<file path="src/spm_pkg.sv">
// constants shared by the self-programming controller, its cpu port and its page buffer
// assumes a single 100 MHz clock and a 16-bit pointer with a byte select in bit 0
package spm_pkg;
  // ****************************************************************
  // timing
  // ****************************************************************
  localparam int CLK_PERIOD_NS  = 10;
  localparam int OP_TIME_MIN_NS = 3_700_000;
  localparam int OP_TIME_MAX_NS = 4_500_000;
  localparam int OP_CYCLES_MIN  = (OP_TIME_MIN_NS + CLK_PERIOD_NS - 1) / CLK_PERIOD_NS;
  localparam int OP_CYCLES_MAX  = OP_TIME_MAX_NS / CLK_PERIOD_NS;
  localparam int TIMER_W        = 20;
  localparam int STORE_WINDOW   = 4;
  localparam int LOAD_WINDOW    = 3;
  localparam int ARM_W          = 3;
  localparam int LOAD_LAST      = STORE_WINDOW - LOAD_WINDOW + 1;

  // ****************************************************************
  // pointer layout and page buffer
  // ****************************************************************
  localparam int WORD_BITS = 4;
  localparam int ENTRIES   = 16;
  localparam int WORD_LSB  = 1;
  localparam int PAGE_LSB  = WORD_BITS + 1;
  localparam int PAGE_W    = 16 - PAGE_LSB;
  localparam logic [15:0] ERASED_WORD = 16'hffff;

  // ****************************************************************
  // control register
  // ****************************************************************
  localparam int BIT_CLEAR = 4;
  localparam int BIT_FUSE  = 3;
  localparam int BIT_WRITE = 2;
  localparam int BIT_ERASE = 1;
  localparam int BIT_EN    = 0;
  localparam logic [4:0] CTRL_RESET    = 5'h00;
  localparam logic [2:0] RESERVED_ZERO = 3'h0;
  localparam logic [4:0] CODE_CLEAR    = 5'h11;
  localparam logic [4:0] CODE_FUSE     = 5'h09;
  localparam logic [4:0] CODE_PAGE_WRITE_BIT    = 5'h05;
  localparam logic [4:0] CODE_PAGE_ERASE_BIT    = 5'h03;
  localparam logic [4:0] CODE_LOAD     = 5'h01;
  localparam logic [1:0] ZSEL_FUSE_LOW  = 2'h0;
  localparam logic [1:0] ZSEL_LOCK      = 2'h1;
  localparam logic [1:0] ZSEL_FUSE_HIGH = 2'h3;

  // ****************************************************************
  // cpu port registers and commands
  // ****************************************************************
  localparam logic [2:0] HREG_CMD    = 3'h0;
  localparam logic [2:0] HREG_ZPTR   = 3'h1;
  localparam logic [2:0] HREG_DATA   = 3'h2;
  localparam logic [2:0] HREG_STATUS = 3'h3;
  localparam logic [2:0] HREG_RESULT = 3'h4;
  localparam logic [2:0] OP_MAX      = 3'h4;
  typedef enum logic [2:0] {
    OP_LOAD_WORD,
    OP_ERASE,
    OP_WRITE,
    OP_CLEAR,
    OP_READ_FUSE
  } op_t;
endpackage

</file>
<file path="src/spm_link_if.sv">
// link between the cpu core port and the self-programming controller
// assumes both ends share clk; every signal is driven by exactly one end
`timescale 1ns/1ns
`default_nettype none
interface spm_link_if;
  logic        ctrl_wr;
  logic [7:0]  ctrl_wdata;
  logic [7:0]  ctrl_rdata;
  logic        store_req;
  logic        load_req;
  logic [15:0] z_ptr;
  logic [15:0] data_pair;
  logic        load_valid;
  logic [7:0]  load_data;
  logic        cpu_halt;

  modport cpu (
    output ctrl_wr, ctrl_wdata, store_req, load_req, z_ptr, data_pair,
    input  ctrl_rdata, load_valid, load_data, cpu_halt
  );
  modport flash_ctrl (
    input  ctrl_wr, ctrl_wdata, store_req, load_req, z_ptr, data_pair,
    output ctrl_rdata, load_valid, load_data, cpu_halt
  );
endinterface
`default_nettype wire

</file>
<file path="src/page_buffer.sv">
// temporary page buffer of the self-programming controller
// assumes the owner never writes and clears in the same cycle
`timescale 1ns/1ns
`default_nettype none
module page_buffer (
  input  wire logic                           clk,
  input  wire logic                           arst_n,
  input  wire logic                           clear,
  input  wire logic                           wr,
  input  wire logic [spm_pkg::WORD_BITS-1:0]  wr_idx,
  input  wire logic [15:0]                    wr_data,
  input  wire logic [spm_pkg::WORD_BITS-1:0]  rd_idx,
  output logic      [15:0]                    rd_data
);
  import spm_pkg::*;

  typedef struct packed {
    logic [ENTRIES-1:0][15:0] word;
    logic [15:0]              rd;
  } buf_state_t;

  buf_state_t s;
  buf_state_t next_s;

  // ****************************************************************
  // storage
  // ****************************************************************
  always_comb begin
    next_s = s;
    for (int i = 0; i < ENTRIES; i++) begin
      if (clear) begin
        next_s.word[i] = ERASED_WORD;
      end else if (wr && (wr_idx == WORD_BITS'(i))) begin
        next_s.word[i] = wr_data;
      end
    end
    // registered read costs the array one cycle of latency
    next_s.rd = s.word[rd_idx];
  end

  always_ff @(posedge clk or negedge arst_n) begin
    if (!arst_n) begin
      s <= '{word: {ENTRIES{ERASED_WORD}}, rd: ERASED_WORD};
    end else begin
      s <= next_s;
    end
  end

  assign rd_data = s.rd;
endmodule
`default_nettype wire

</file>
<file path="src/self_program_flash_ctrl.sv">
// self-programming controller: control register, arming windows, page buffer, flash timing
// assumes eeprom_busy, sys_reset and the fuse bytes come from logic on clk
`timescale 1ns/1ns
`default_nettype none
module self_program_flash_ctrl #(
  parameter int OP_CYCLES = spm_pkg::OP_CYCLES_MIN
) (
  input  wire logic                           clk,
  input  wire logic                           arst_n,
  spm_link_if.flash_ctrl                      link,
  input  wire logic                           sys_reset,
  input  wire logic                           eeprom_busy,
  input  wire logic [7:0]                     fuse_low,
  input  wire logic [7:0]                     fuse_high,
  input  wire logic [7:0]                     lock_bits,
  output logic                                flash_start,
  output logic                                flash_erase,
  output logic                                flash_active,
  output logic      [spm_pkg::PAGE_W-1:0]     flash_page,
  input  wire logic [spm_pkg::WORD_BITS-1:0]  buf_rd_idx,
  output logic      [15:0]                    buf_rd_data
);
  import spm_pkg::*;

  typedef struct packed {
    logic [4:0]         ctrl;
    logic [ARM_W-1:0]   arm;
    logic               loaded;
    logic               busy;
    logic               erase;
    logic               clear_pend;
    logic [PAGE_W-1:0]  page;
    logic [TIMER_W-1:0] timer;
    logic               start;
    logic               load_valid;
    logic [7:0]         load_data;
  } dev_state_t;

  localparam dev_state_t DEV_RESET = '{
    ctrl: CTRL_RESET, arm: '0, loaded: 1'b0, busy: 1'b0, erase: 1'b0,
    clear_pend: 1'b0, page: '0, timer: '0, start: 1'b0, load_valid: 1'b0,
    load_data: '0
  };

  dev_state_t s;
  dev_state_t next_s;
  logic       buf_clear;
  logic       buf_wr;
  logic [7:0] fuse_sel;
  logic       enabled;

  // ****************************************************************
  // fuse and lock byte select
  // ****************************************************************
  always_comb begin
    // bytes pass through as stored, so programmed bits already read as zero
    case (link.z_ptr[1:0])
      ZSEL_LOCK:      fuse_sel = lock_bits;
      ZSEL_FUSE_HIGH: fuse_sel = fuse_high;
      ZSEL_FUSE_LOW:  fuse_sel = fuse_low;
      default:        fuse_sel = fuse_low;
    endcase
  end

  assign enabled = s.ctrl[BIT_EN] && (s.arm != '0);

  // ****************************************************************
  // sequencer
  // ****************************************************************
  always_comb begin
    next_s            = s;
    next_s.start      = 1'b0;
    next_s.load_valid = 1'b0;
    buf_clear         = 1'b0;
    buf_wr            = 1'b0;
    if (s.busy) begin
      if (s.timer != '0) begin
        next_s.timer = s.timer - 1'b1;
      end else begin
        next_s.busy       = 1'b0;
        next_s.ctrl       = CTRL_RESET;
        next_s.clear_pend = 1'b0;
        if (!s.erase || s.clear_pend) begin
          buf_clear     = 1'b1;
          next_s.loaded = 1'b0;
        end
      end
    end else begin
      if (s.arm != '0) begin
        next_s.arm = s.arm - 1'b1;
      end
      if (s.arm == ARM_W'(1)) begin
        next_s.ctrl = CTRL_RESET;
      end
      if (s.ctrl[BIT_FUSE] && (s.arm == ARM_W'(LOAD_LAST))) begin
        next_s.ctrl = CTRL_RESET;
        next_s.arm  = '0;
      end
      if (link.load_req && enabled && s.ctrl[BIT_FUSE] && !eeprom_busy) begin
        next_s.load_valid = 1'b1;
        next_s.load_data  = fuse_sel;
        next_s.ctrl       = CTRL_RESET;
        next_s.arm        = '0;
      end
      // a store with the enable clear falls through untouched
      if (link.store_req && enabled && !eeprom_busy) begin
        next_s.ctrl = CTRL_RESET;
        next_s.arm  = '0;
        if (s.ctrl[BIT_ERASE] || s.ctrl[BIT_WRITE]) begin
          next_s.busy  = 1'b1;
          next_s.erase = s.ctrl[BIT_ERASE];
          next_s.page  = link.z_ptr[15:PAGE_LSB];
          next_s.timer = TIMER_W'(OP_CYCLES - 1);
          next_s.start = 1'b1;
          next_s.ctrl  = s.ctrl;
        end else if (!s.ctrl[BIT_FUSE]) begin
          // a second store to one word overwrites; software avoids it
          buf_wr        = 1'b1;
          next_s.loaded = 1'b1;
        end
      end
      if (link.ctrl_wr && !eeprom_busy) begin
        case (link.ctrl_wdata[4:0])
          CODE_CLEAR: begin
            buf_clear     = 1'b1;
            next_s.loaded = 1'b0;
            next_s.ctrl   = CTRL_RESET;
            next_s.arm    = '0;
          end
          CODE_FUSE, CODE_PAGE_WRITE_BIT, CODE_PAGE_ERASE_BIT, CODE_LOAD: begin
            next_s.ctrl = link.ctrl_wdata[4:0];
            next_s.arm  = ARM_W'(STORE_WINDOW);
          end
          default: begin
            next_s.ctrl = next_s.ctrl;
          end
        endcase
      end
    end
    if (eeprom_busy && s.loaded && !s.busy) begin
      buf_clear     = 1'b1;
      next_s.loaded = 1'b0;
    end
    if (sys_reset) begin
      next_s.arm        = '0;
      next_s.load_valid = 1'b0;
      // reset in the last busy cycle clears at once, leaving no stale pending clear
      if (s.busy && (s.timer != '0)) begin
        // the running operation keeps reading the buffer until it ends
        next_s.clear_pend = 1'b1;
      end else begin
        next_s.ctrl   = CTRL_RESET;
        next_s.loaded = 1'b0;
        buf_clear     = 1'b1;
        buf_wr        = 1'b0;
        next_s.busy   = 1'b0;
        next_s.start  = 1'b0;
      end
    end
  end

  always_ff @(posedge clk or negedge arst_n) begin
    if (!arst_n) begin
      s <= DEV_RESET;
    end else begin
      s <= next_s;
    end
  end

  // ****************************************************************
  // buffer and outputs
  // ****************************************************************
  page_buffer u_buffer (
    .clk     (clk),
    .arst_n  (arst_n),
    .clear   (buf_clear),
    .wr      (buf_wr),
    .wr_idx  (link.z_ptr[PAGE_LSB-1:WORD_LSB]),
    .wr_data (link.data_pair),
    .rd_idx  (buf_rd_idx),
    .rd_data (buf_rd_data)
  );

  assign link.ctrl_rdata = {RESERVED_ZERO, s.ctrl};
  assign link.cpu_halt   = s.busy;
  assign link.load_valid = s.load_valid;
  assign link.load_data  = s.load_data;
  assign flash_start     = s.start;
  assign flash_erase     = s.erase;
  assign flash_active    = s.busy;
  assign flash_page      = s.page;
endmodule
`default_nettype wire

</file>
<file path="src/flat_wrapper.sv">
// flat-port wrapper written by rule: the top's interface ports become plain ports
module self_program_flash_ctrl_flat import spm_pkg::*;
#(
  parameter int OP_CYCLES = spm_pkg::OP_CYCLES_MIN
)
  (clk, arst_n, sys_reset, eeprom_busy, fuse_low, fuse_high, lock_bits, flash_start, flash_erase, flash_active, flash_page, buf_rd_idx, buf_rd_data, link_ctrl_wr, link_ctrl_wdata, link_store_req, link_load_req, link_z_ptr, link_data_pair, link_ctrl_rdata, link_load_valid, link_load_data, link_cpu_halt);
  spm_link_if link_i ();
  input  wire logic clk;
  input  wire logic arst_n;
  input  wire logic sys_reset;
  input  wire logic eeprom_busy;
  input  wire logic [7:0] fuse_low;
  input  wire logic [7:0] fuse_high;
  input  wire logic [7:0] lock_bits;
  output logic flash_start;
  output logic flash_erase;
  output logic flash_active;
  output logic      [spm_pkg::PAGE_W-1:0] flash_page;
  input  wire logic [spm_pkg::WORD_BITS-1:0] buf_rd_idx;
  output logic      [15:0] buf_rd_data;
  input wire logic [$bits(link_i.ctrl_wr)-1:0] link_ctrl_wr;
  input wire logic [$bits(link_i.ctrl_wdata)-1:0] link_ctrl_wdata;
  input wire logic [$bits(link_i.store_req)-1:0] link_store_req;
  input wire logic [$bits(link_i.load_req)-1:0] link_load_req;
  input wire logic [$bits(link_i.z_ptr)-1:0] link_z_ptr;
  input wire logic [$bits(link_i.data_pair)-1:0] link_data_pair;
  output wire logic [$bits(link_i.ctrl_rdata)-1:0] link_ctrl_rdata;
  output wire logic [$bits(link_i.load_valid)-1:0] link_load_valid;
  output wire logic [$bits(link_i.load_data)-1:0] link_load_data;
  output wire logic [$bits(link_i.cpu_halt)-1:0] link_cpu_halt;
  assign link_i.ctrl_wr = link_ctrl_wr;
  assign link_i.ctrl_wdata = link_ctrl_wdata;
  assign link_i.store_req = link_store_req;
  assign link_i.load_req = link_load_req;
  assign link_i.z_ptr = link_z_ptr;
  assign link_i.data_pair = link_data_pair;
  assign link_ctrl_rdata = link_i.ctrl_rdata;
  assign link_load_valid = link_i.load_valid;
  assign link_load_data = link_i.load_data;
  assign link_cpu_halt = link_i.cpu_halt;
  self_program_flash_ctrl #(.OP_CYCLES(OP_CYCLES)) u_core (.clk(clk), .arst_n(arst_n), .link(link_i), .sys_reset(sys_reset), .eeprom_busy(eeprom_busy), .fuse_low(fuse_low), .fuse_high(fuse_high), .lock_bits(lock_bits), .flash_start(flash_start), .flash_erase(flash_erase), .flash_active(flash_active), .flash_page(flash_page), .buf_rd_idx(buf_rd_idx), .buf_rd_data(buf_rd_data));
endmodule
</file>
<file path="config.mk">
export PLATFORM = sky130hd
export DESIGN_NAME = self_program_flash_ctrl_flat
export DESIGN_NICKNAME = d
export VERILOG_FILES = /design/src/spm_pkg.sv /design/src/spm_link_if.sv /design/src/page_buffer.sv /design/src/self_program_flash_ctrl.sv /design/src/flat_wrapper.sv
export SDC_FILE = /design/constraint.sdc
export NUM_CORES = 1
export LEC_CHECK = 0
export ABC_CLOCK_PERIOD_IN_PS = 6200
export BUFFER_PORTS_ARGS = -buffer_cell sky130_fd_sc_hd__buf_2
export CORE_UTILIZATION = 50
export DETAILED_ROUTE_END_ITERATION = 10
export GPL_TIMING_DRIVEN = 0
export PLACE_DENSITY = 0.76
export SYNTH_ARGS = -nofsm -noshare
export SYNTH_HDL_FRONTEND = slang
export SYNTH_HIERARCHICAL = 1
export SYNTH_SLANG_ARGS = --single-unit
</file>
<file path="constraint.sdc">
create_clock -name clk -period 6.2 [get_ports clk]
set_input_delay 0.31 -clock clk [delete_from_list [all_inputs] [get_ports clk]]
set_output_delay 0.31 -clock clk [all_outputs]
set_load 0.005 [all_outputs]
</file>
==> key figures <==
Run status
  • Status: finished clean

CTS
  • CTS sink cnt: between 300 and 400
  • Clock Tree Buf Depth: 3
  • Clock insertion delay at the later pin of the skew report: 0.54 ns
  • Post-CTS sizing: 0
  • H-tree levels: 2
  • CTS clk-pin slew, worst paths: 0.06 ns
  • Setup Buffers After CTS: 0
  • TritonCTS buffer count: 36
  • CTS tree: done
  • Root Driver: clkbuf_16

Synth
  • Yosys warnings: 6
  • Post-synthesis sequential area ratio: 0.501
  • Prevailing post-synth register cell: dfstp_2
  • Average size of a mapped cell: 12.1 um2
  • Gate Count Post-Synth: 1398
  • Number of synthesized flops with an enable pin: 0
  • Post-Syn Area: 0.0169 mm2
  • Synth Register Bits: 325
  • Ys async rst share: 1.00
  • Synth unique cells: 69

GRT
  • Largest net degree at the start of global routing: 106
  • Vias in the first global route: 13300
  • Total GRT Usage: 0.299
  • Met3 Use GR: 0.0773
  • Global-route wire length before repair: 77700 um
  • GR Overflow Total: 0
  • Global routing usage on met1: 0.394
  • Initial antenna violation count: 4
  • Grt met2 use: 0.451
  • Busiest grt layer: met2

Timing
  • Worst Setup Slack, final: 2.41 ns
  • Worst slew pin tran: approximately 0.95 ns
  • Worst Hold Slack: 0.109 ns
  • Tmin final: 3.79 ns
  • Final Setup Violations: 0
  • Clk_skew: 0.0365 ns
  • RSZ-0062 raised after global routing: no
  • Final Max Slew Viols: 0
  • Rel. slew slack: 0.368
  • Final Cycle Share: 0.611
  • Final Hold Fails: 0
  • Maximum clock frequency: 264 MHz

Place
  • Dpl hpwl: ~35000 um
  • PortBufs: 113
  • Cell count after placement: 1958
  • Cell Area, Placed: between 0.015 and 0.02 mm2
  • Post-Place Setup Slack: between 2 and 3 ns
  • Routability cong.: 0.959

Worst setup path
  • Cell count of the worst reg-to-reg path: 8
  • WP data required: 6.64 ns
  • Critical path arrival: 4.24 ns
  • Startpoint Class: register
  • WS Path Type: register to register
  • CP endpoint kind: register
  • Max Fanout on Critical Path: 10

Cells and area
  • Share of layout cells above drive strength 1: 0.383
  • Final Non-Filler Cells: 2038
  • Synth-to-Final Area Change: 14.8%
  • Fin area: ~0.019 mm2
  • Nets: about 1600

Floorplanning
  • Die Span Y: 186 um
  • I/O pin count: roughly 120
  • Core Area: 0.0329 mm2
  • Initial Util: 0.513
  • Die area: approximately 0.035 mm2
  • Row count: 66
  • Die width: 186 um

Worst hold path
  • Type of the most critical hold path: primary input to register
  • Hold Crit Depth: 2

Drt
  • Vias: 13500
  • WL per Instance: 24.9 um
  • Drt total wl: 50700 um
  • Vias per cell: about 6.6
  • Initial detailed-routing violation count: between 1500 and 2000
  • Residual DRC: 0
  • DRT Pass-1 Iters: 6
  • Antenna-violating nets left: 0

Power and ir drop
  • Power per cell area: 254 mW/mm2
  • Lkg Pwr: 0.00986 uW
  • VDD IR max: ~170 uV

Run
  • Max_cap viols: 0
cells by family (layout without fill, tap and decap cells):
logic type               count (synthesis)  in the layout  synth area share
AND/OR/NAND/NOR                        429            429             0.151
AO/OA/AOI/OAI                          340            340             0.166
flip-flops                             325            325             0.501
buffers and inverters                  202            394            0.0681
multiplexers                            86             86             0.104
XOR/XNOR                                 8              8           0.00414
adder cells (fa/ha/maj)                  7              7           0.00503
other                                    1              7          0.000222
per-stage QoR:
step	power, uW	TNS [ns]	utilization
floorplan	2640	0	-
global placement	2840	-58.47	0.548
detailed placement	2860	0	0.550
CTS	4960	0	0.589
global route	5090	0	0.589
finish	4940	0	0.589
report_power, final:
part           leakage [uW]  switching (uW)  internal [uW]
clock network      0.000577             871           1220
logic               0.00579             265            221
registers           0.00349            59.0           2310
total               0.00986            1200           3750
state kept, by name (all words and copies together) (netlist names), named ones only:
signal,flops
u_core/u_buffer/s,256
u_core/s,24
u_core/u_buffer/rd_data,16
u_core/flash_page,11
u_core/link.load_data,8
u_core/link.ctrl_rdata,5
u_core/flash_active,1
u_core/flash_erase,1
u_core/flash_start,1
u_core/link.load_valid,1
worst paths after layout:
| path | to | slack (ns) | start |
|---|---|---|---|
| min reg2reg | u_core/flash_page[8]$_DFFE_PN0P_ | 0.47 | u_core/flash_page[8]$_DFFE_PN0P_ |
| max reg2reg | u_core/u_buffer/s[78]$_DFFE_PN1P_ | 2.41 | u_core/s[26]$_DFFE_PN0P_ |
| max in group asynchronous | u_core/u_buffer/s[138]$_DFFE_PN1P_ | 4.67 | arst_n |
| max | u_core/u_buffer/s[78]$_DFFE_PN1P_ | 2.41 | u_core/s[26]$_DFFE_PN0P_ |
| min in group asynchronous | u_core/link.load_data[0]$_DFFE_PN0P_ | 0.27 | arst_n |
| min | u_core/link.ctrl_rdata[1]$_DFF_PN0_ | 0.11 | link_ctrl_wdata[1] |
routing by layer:
metal | share of wire | wire (um) | vias to the layer above
met2 | 0.45 | 23100 | 801
met5 | 0 | 0 | -
met1 | 0.38 | 19400 | 6822
met3 | 0.11 | 5440 | 189
li1 | - | - | 5646
met4 | 0.055 | 2810 | 0
worst max-delay path: stages, from the launching register on:
cell and delay [ns]:
dfrtp_1 0.42, nor4_1 0.47, and4b_1 0.25, clkbuf_1 0.38, o311ai_0 0.26, a21oi_1 0.59, clkbuf_1 0.56, clkbuf_1 0.56
a211o_1 0.19
cells in the mapped netlist, types with 7 or more instances:
cell	count	area, um2
a211o_1	256	2240
a21oi_1	20	100
a22oi_1	33	248
and3_1	257	1610
buf_2	15	75.1
buf_4	49	368
buf_6	17	191
clkbuf_1	103	387
dfrtp_1	53	1330
dfstp_2	272	7150
inv_1	9	33.8
mux2_2	9	101
mux2i_1	13	130
mux4_1	21	552
mux4_2	41	923
nand2_1	64	240
nand2_4	10	113
nor2_1	29	109
nor4_1	7	43.8
o21ai_0	11	55.1
placed cells by master, fill, tap and decap left out, types with 4 or more instances in the layout:
cell type,count
nor2_1,29
nor4_1,7
or3_1,6
nand4_1,4
nor3_1,5
diode_2,4
nand2b_1,4
ha_1,6
inv_1,9
dfstp_2,272
mux2i_1,13
a21oi_1,20
nor2b_1,6
mux2_2,9
buf_6,17
a211o_1,256
mux4_2,41
clkbuf_1,111
and3_1,257
nand2_4,10
clkbuf_16,38
nand2_2,6
mux4_1,21
dfrtp_1,53
xnor2_1,5
buf_4,49
buf_2,127
nand2_1,64
o21ai_0,11
nand3_1,5
dlygate4sd3_1,12
clkinv_2,9
buf_1,4
a22oi_1,33
clkbuf_8,8
final cells by class:
| cell class | instances | area (um2) |
|---|---|---|
| clock buffer | 54 | 1090 |
| timing repair buffer | 128 | 778 |
| inverter | 9 | 33.8 |
| multi-input combinational | 873 | 7300 |
| fill | 2646 | 13500 |
| tap | 442 | 553 |
| buffer | 193 | 1120 |
| antenna | 4 | 10.0 |
| clock inverter | 10 | 61.3 |
| sequential | 325 | 8470 |
repair_timing:
action,in CTS,in global routing
endpoints found under the hold margin,49,0
hold buffers,12,0
endpoints found under the setup margin,0,0
Note: power is estimated with default switching activity, not from simulation.
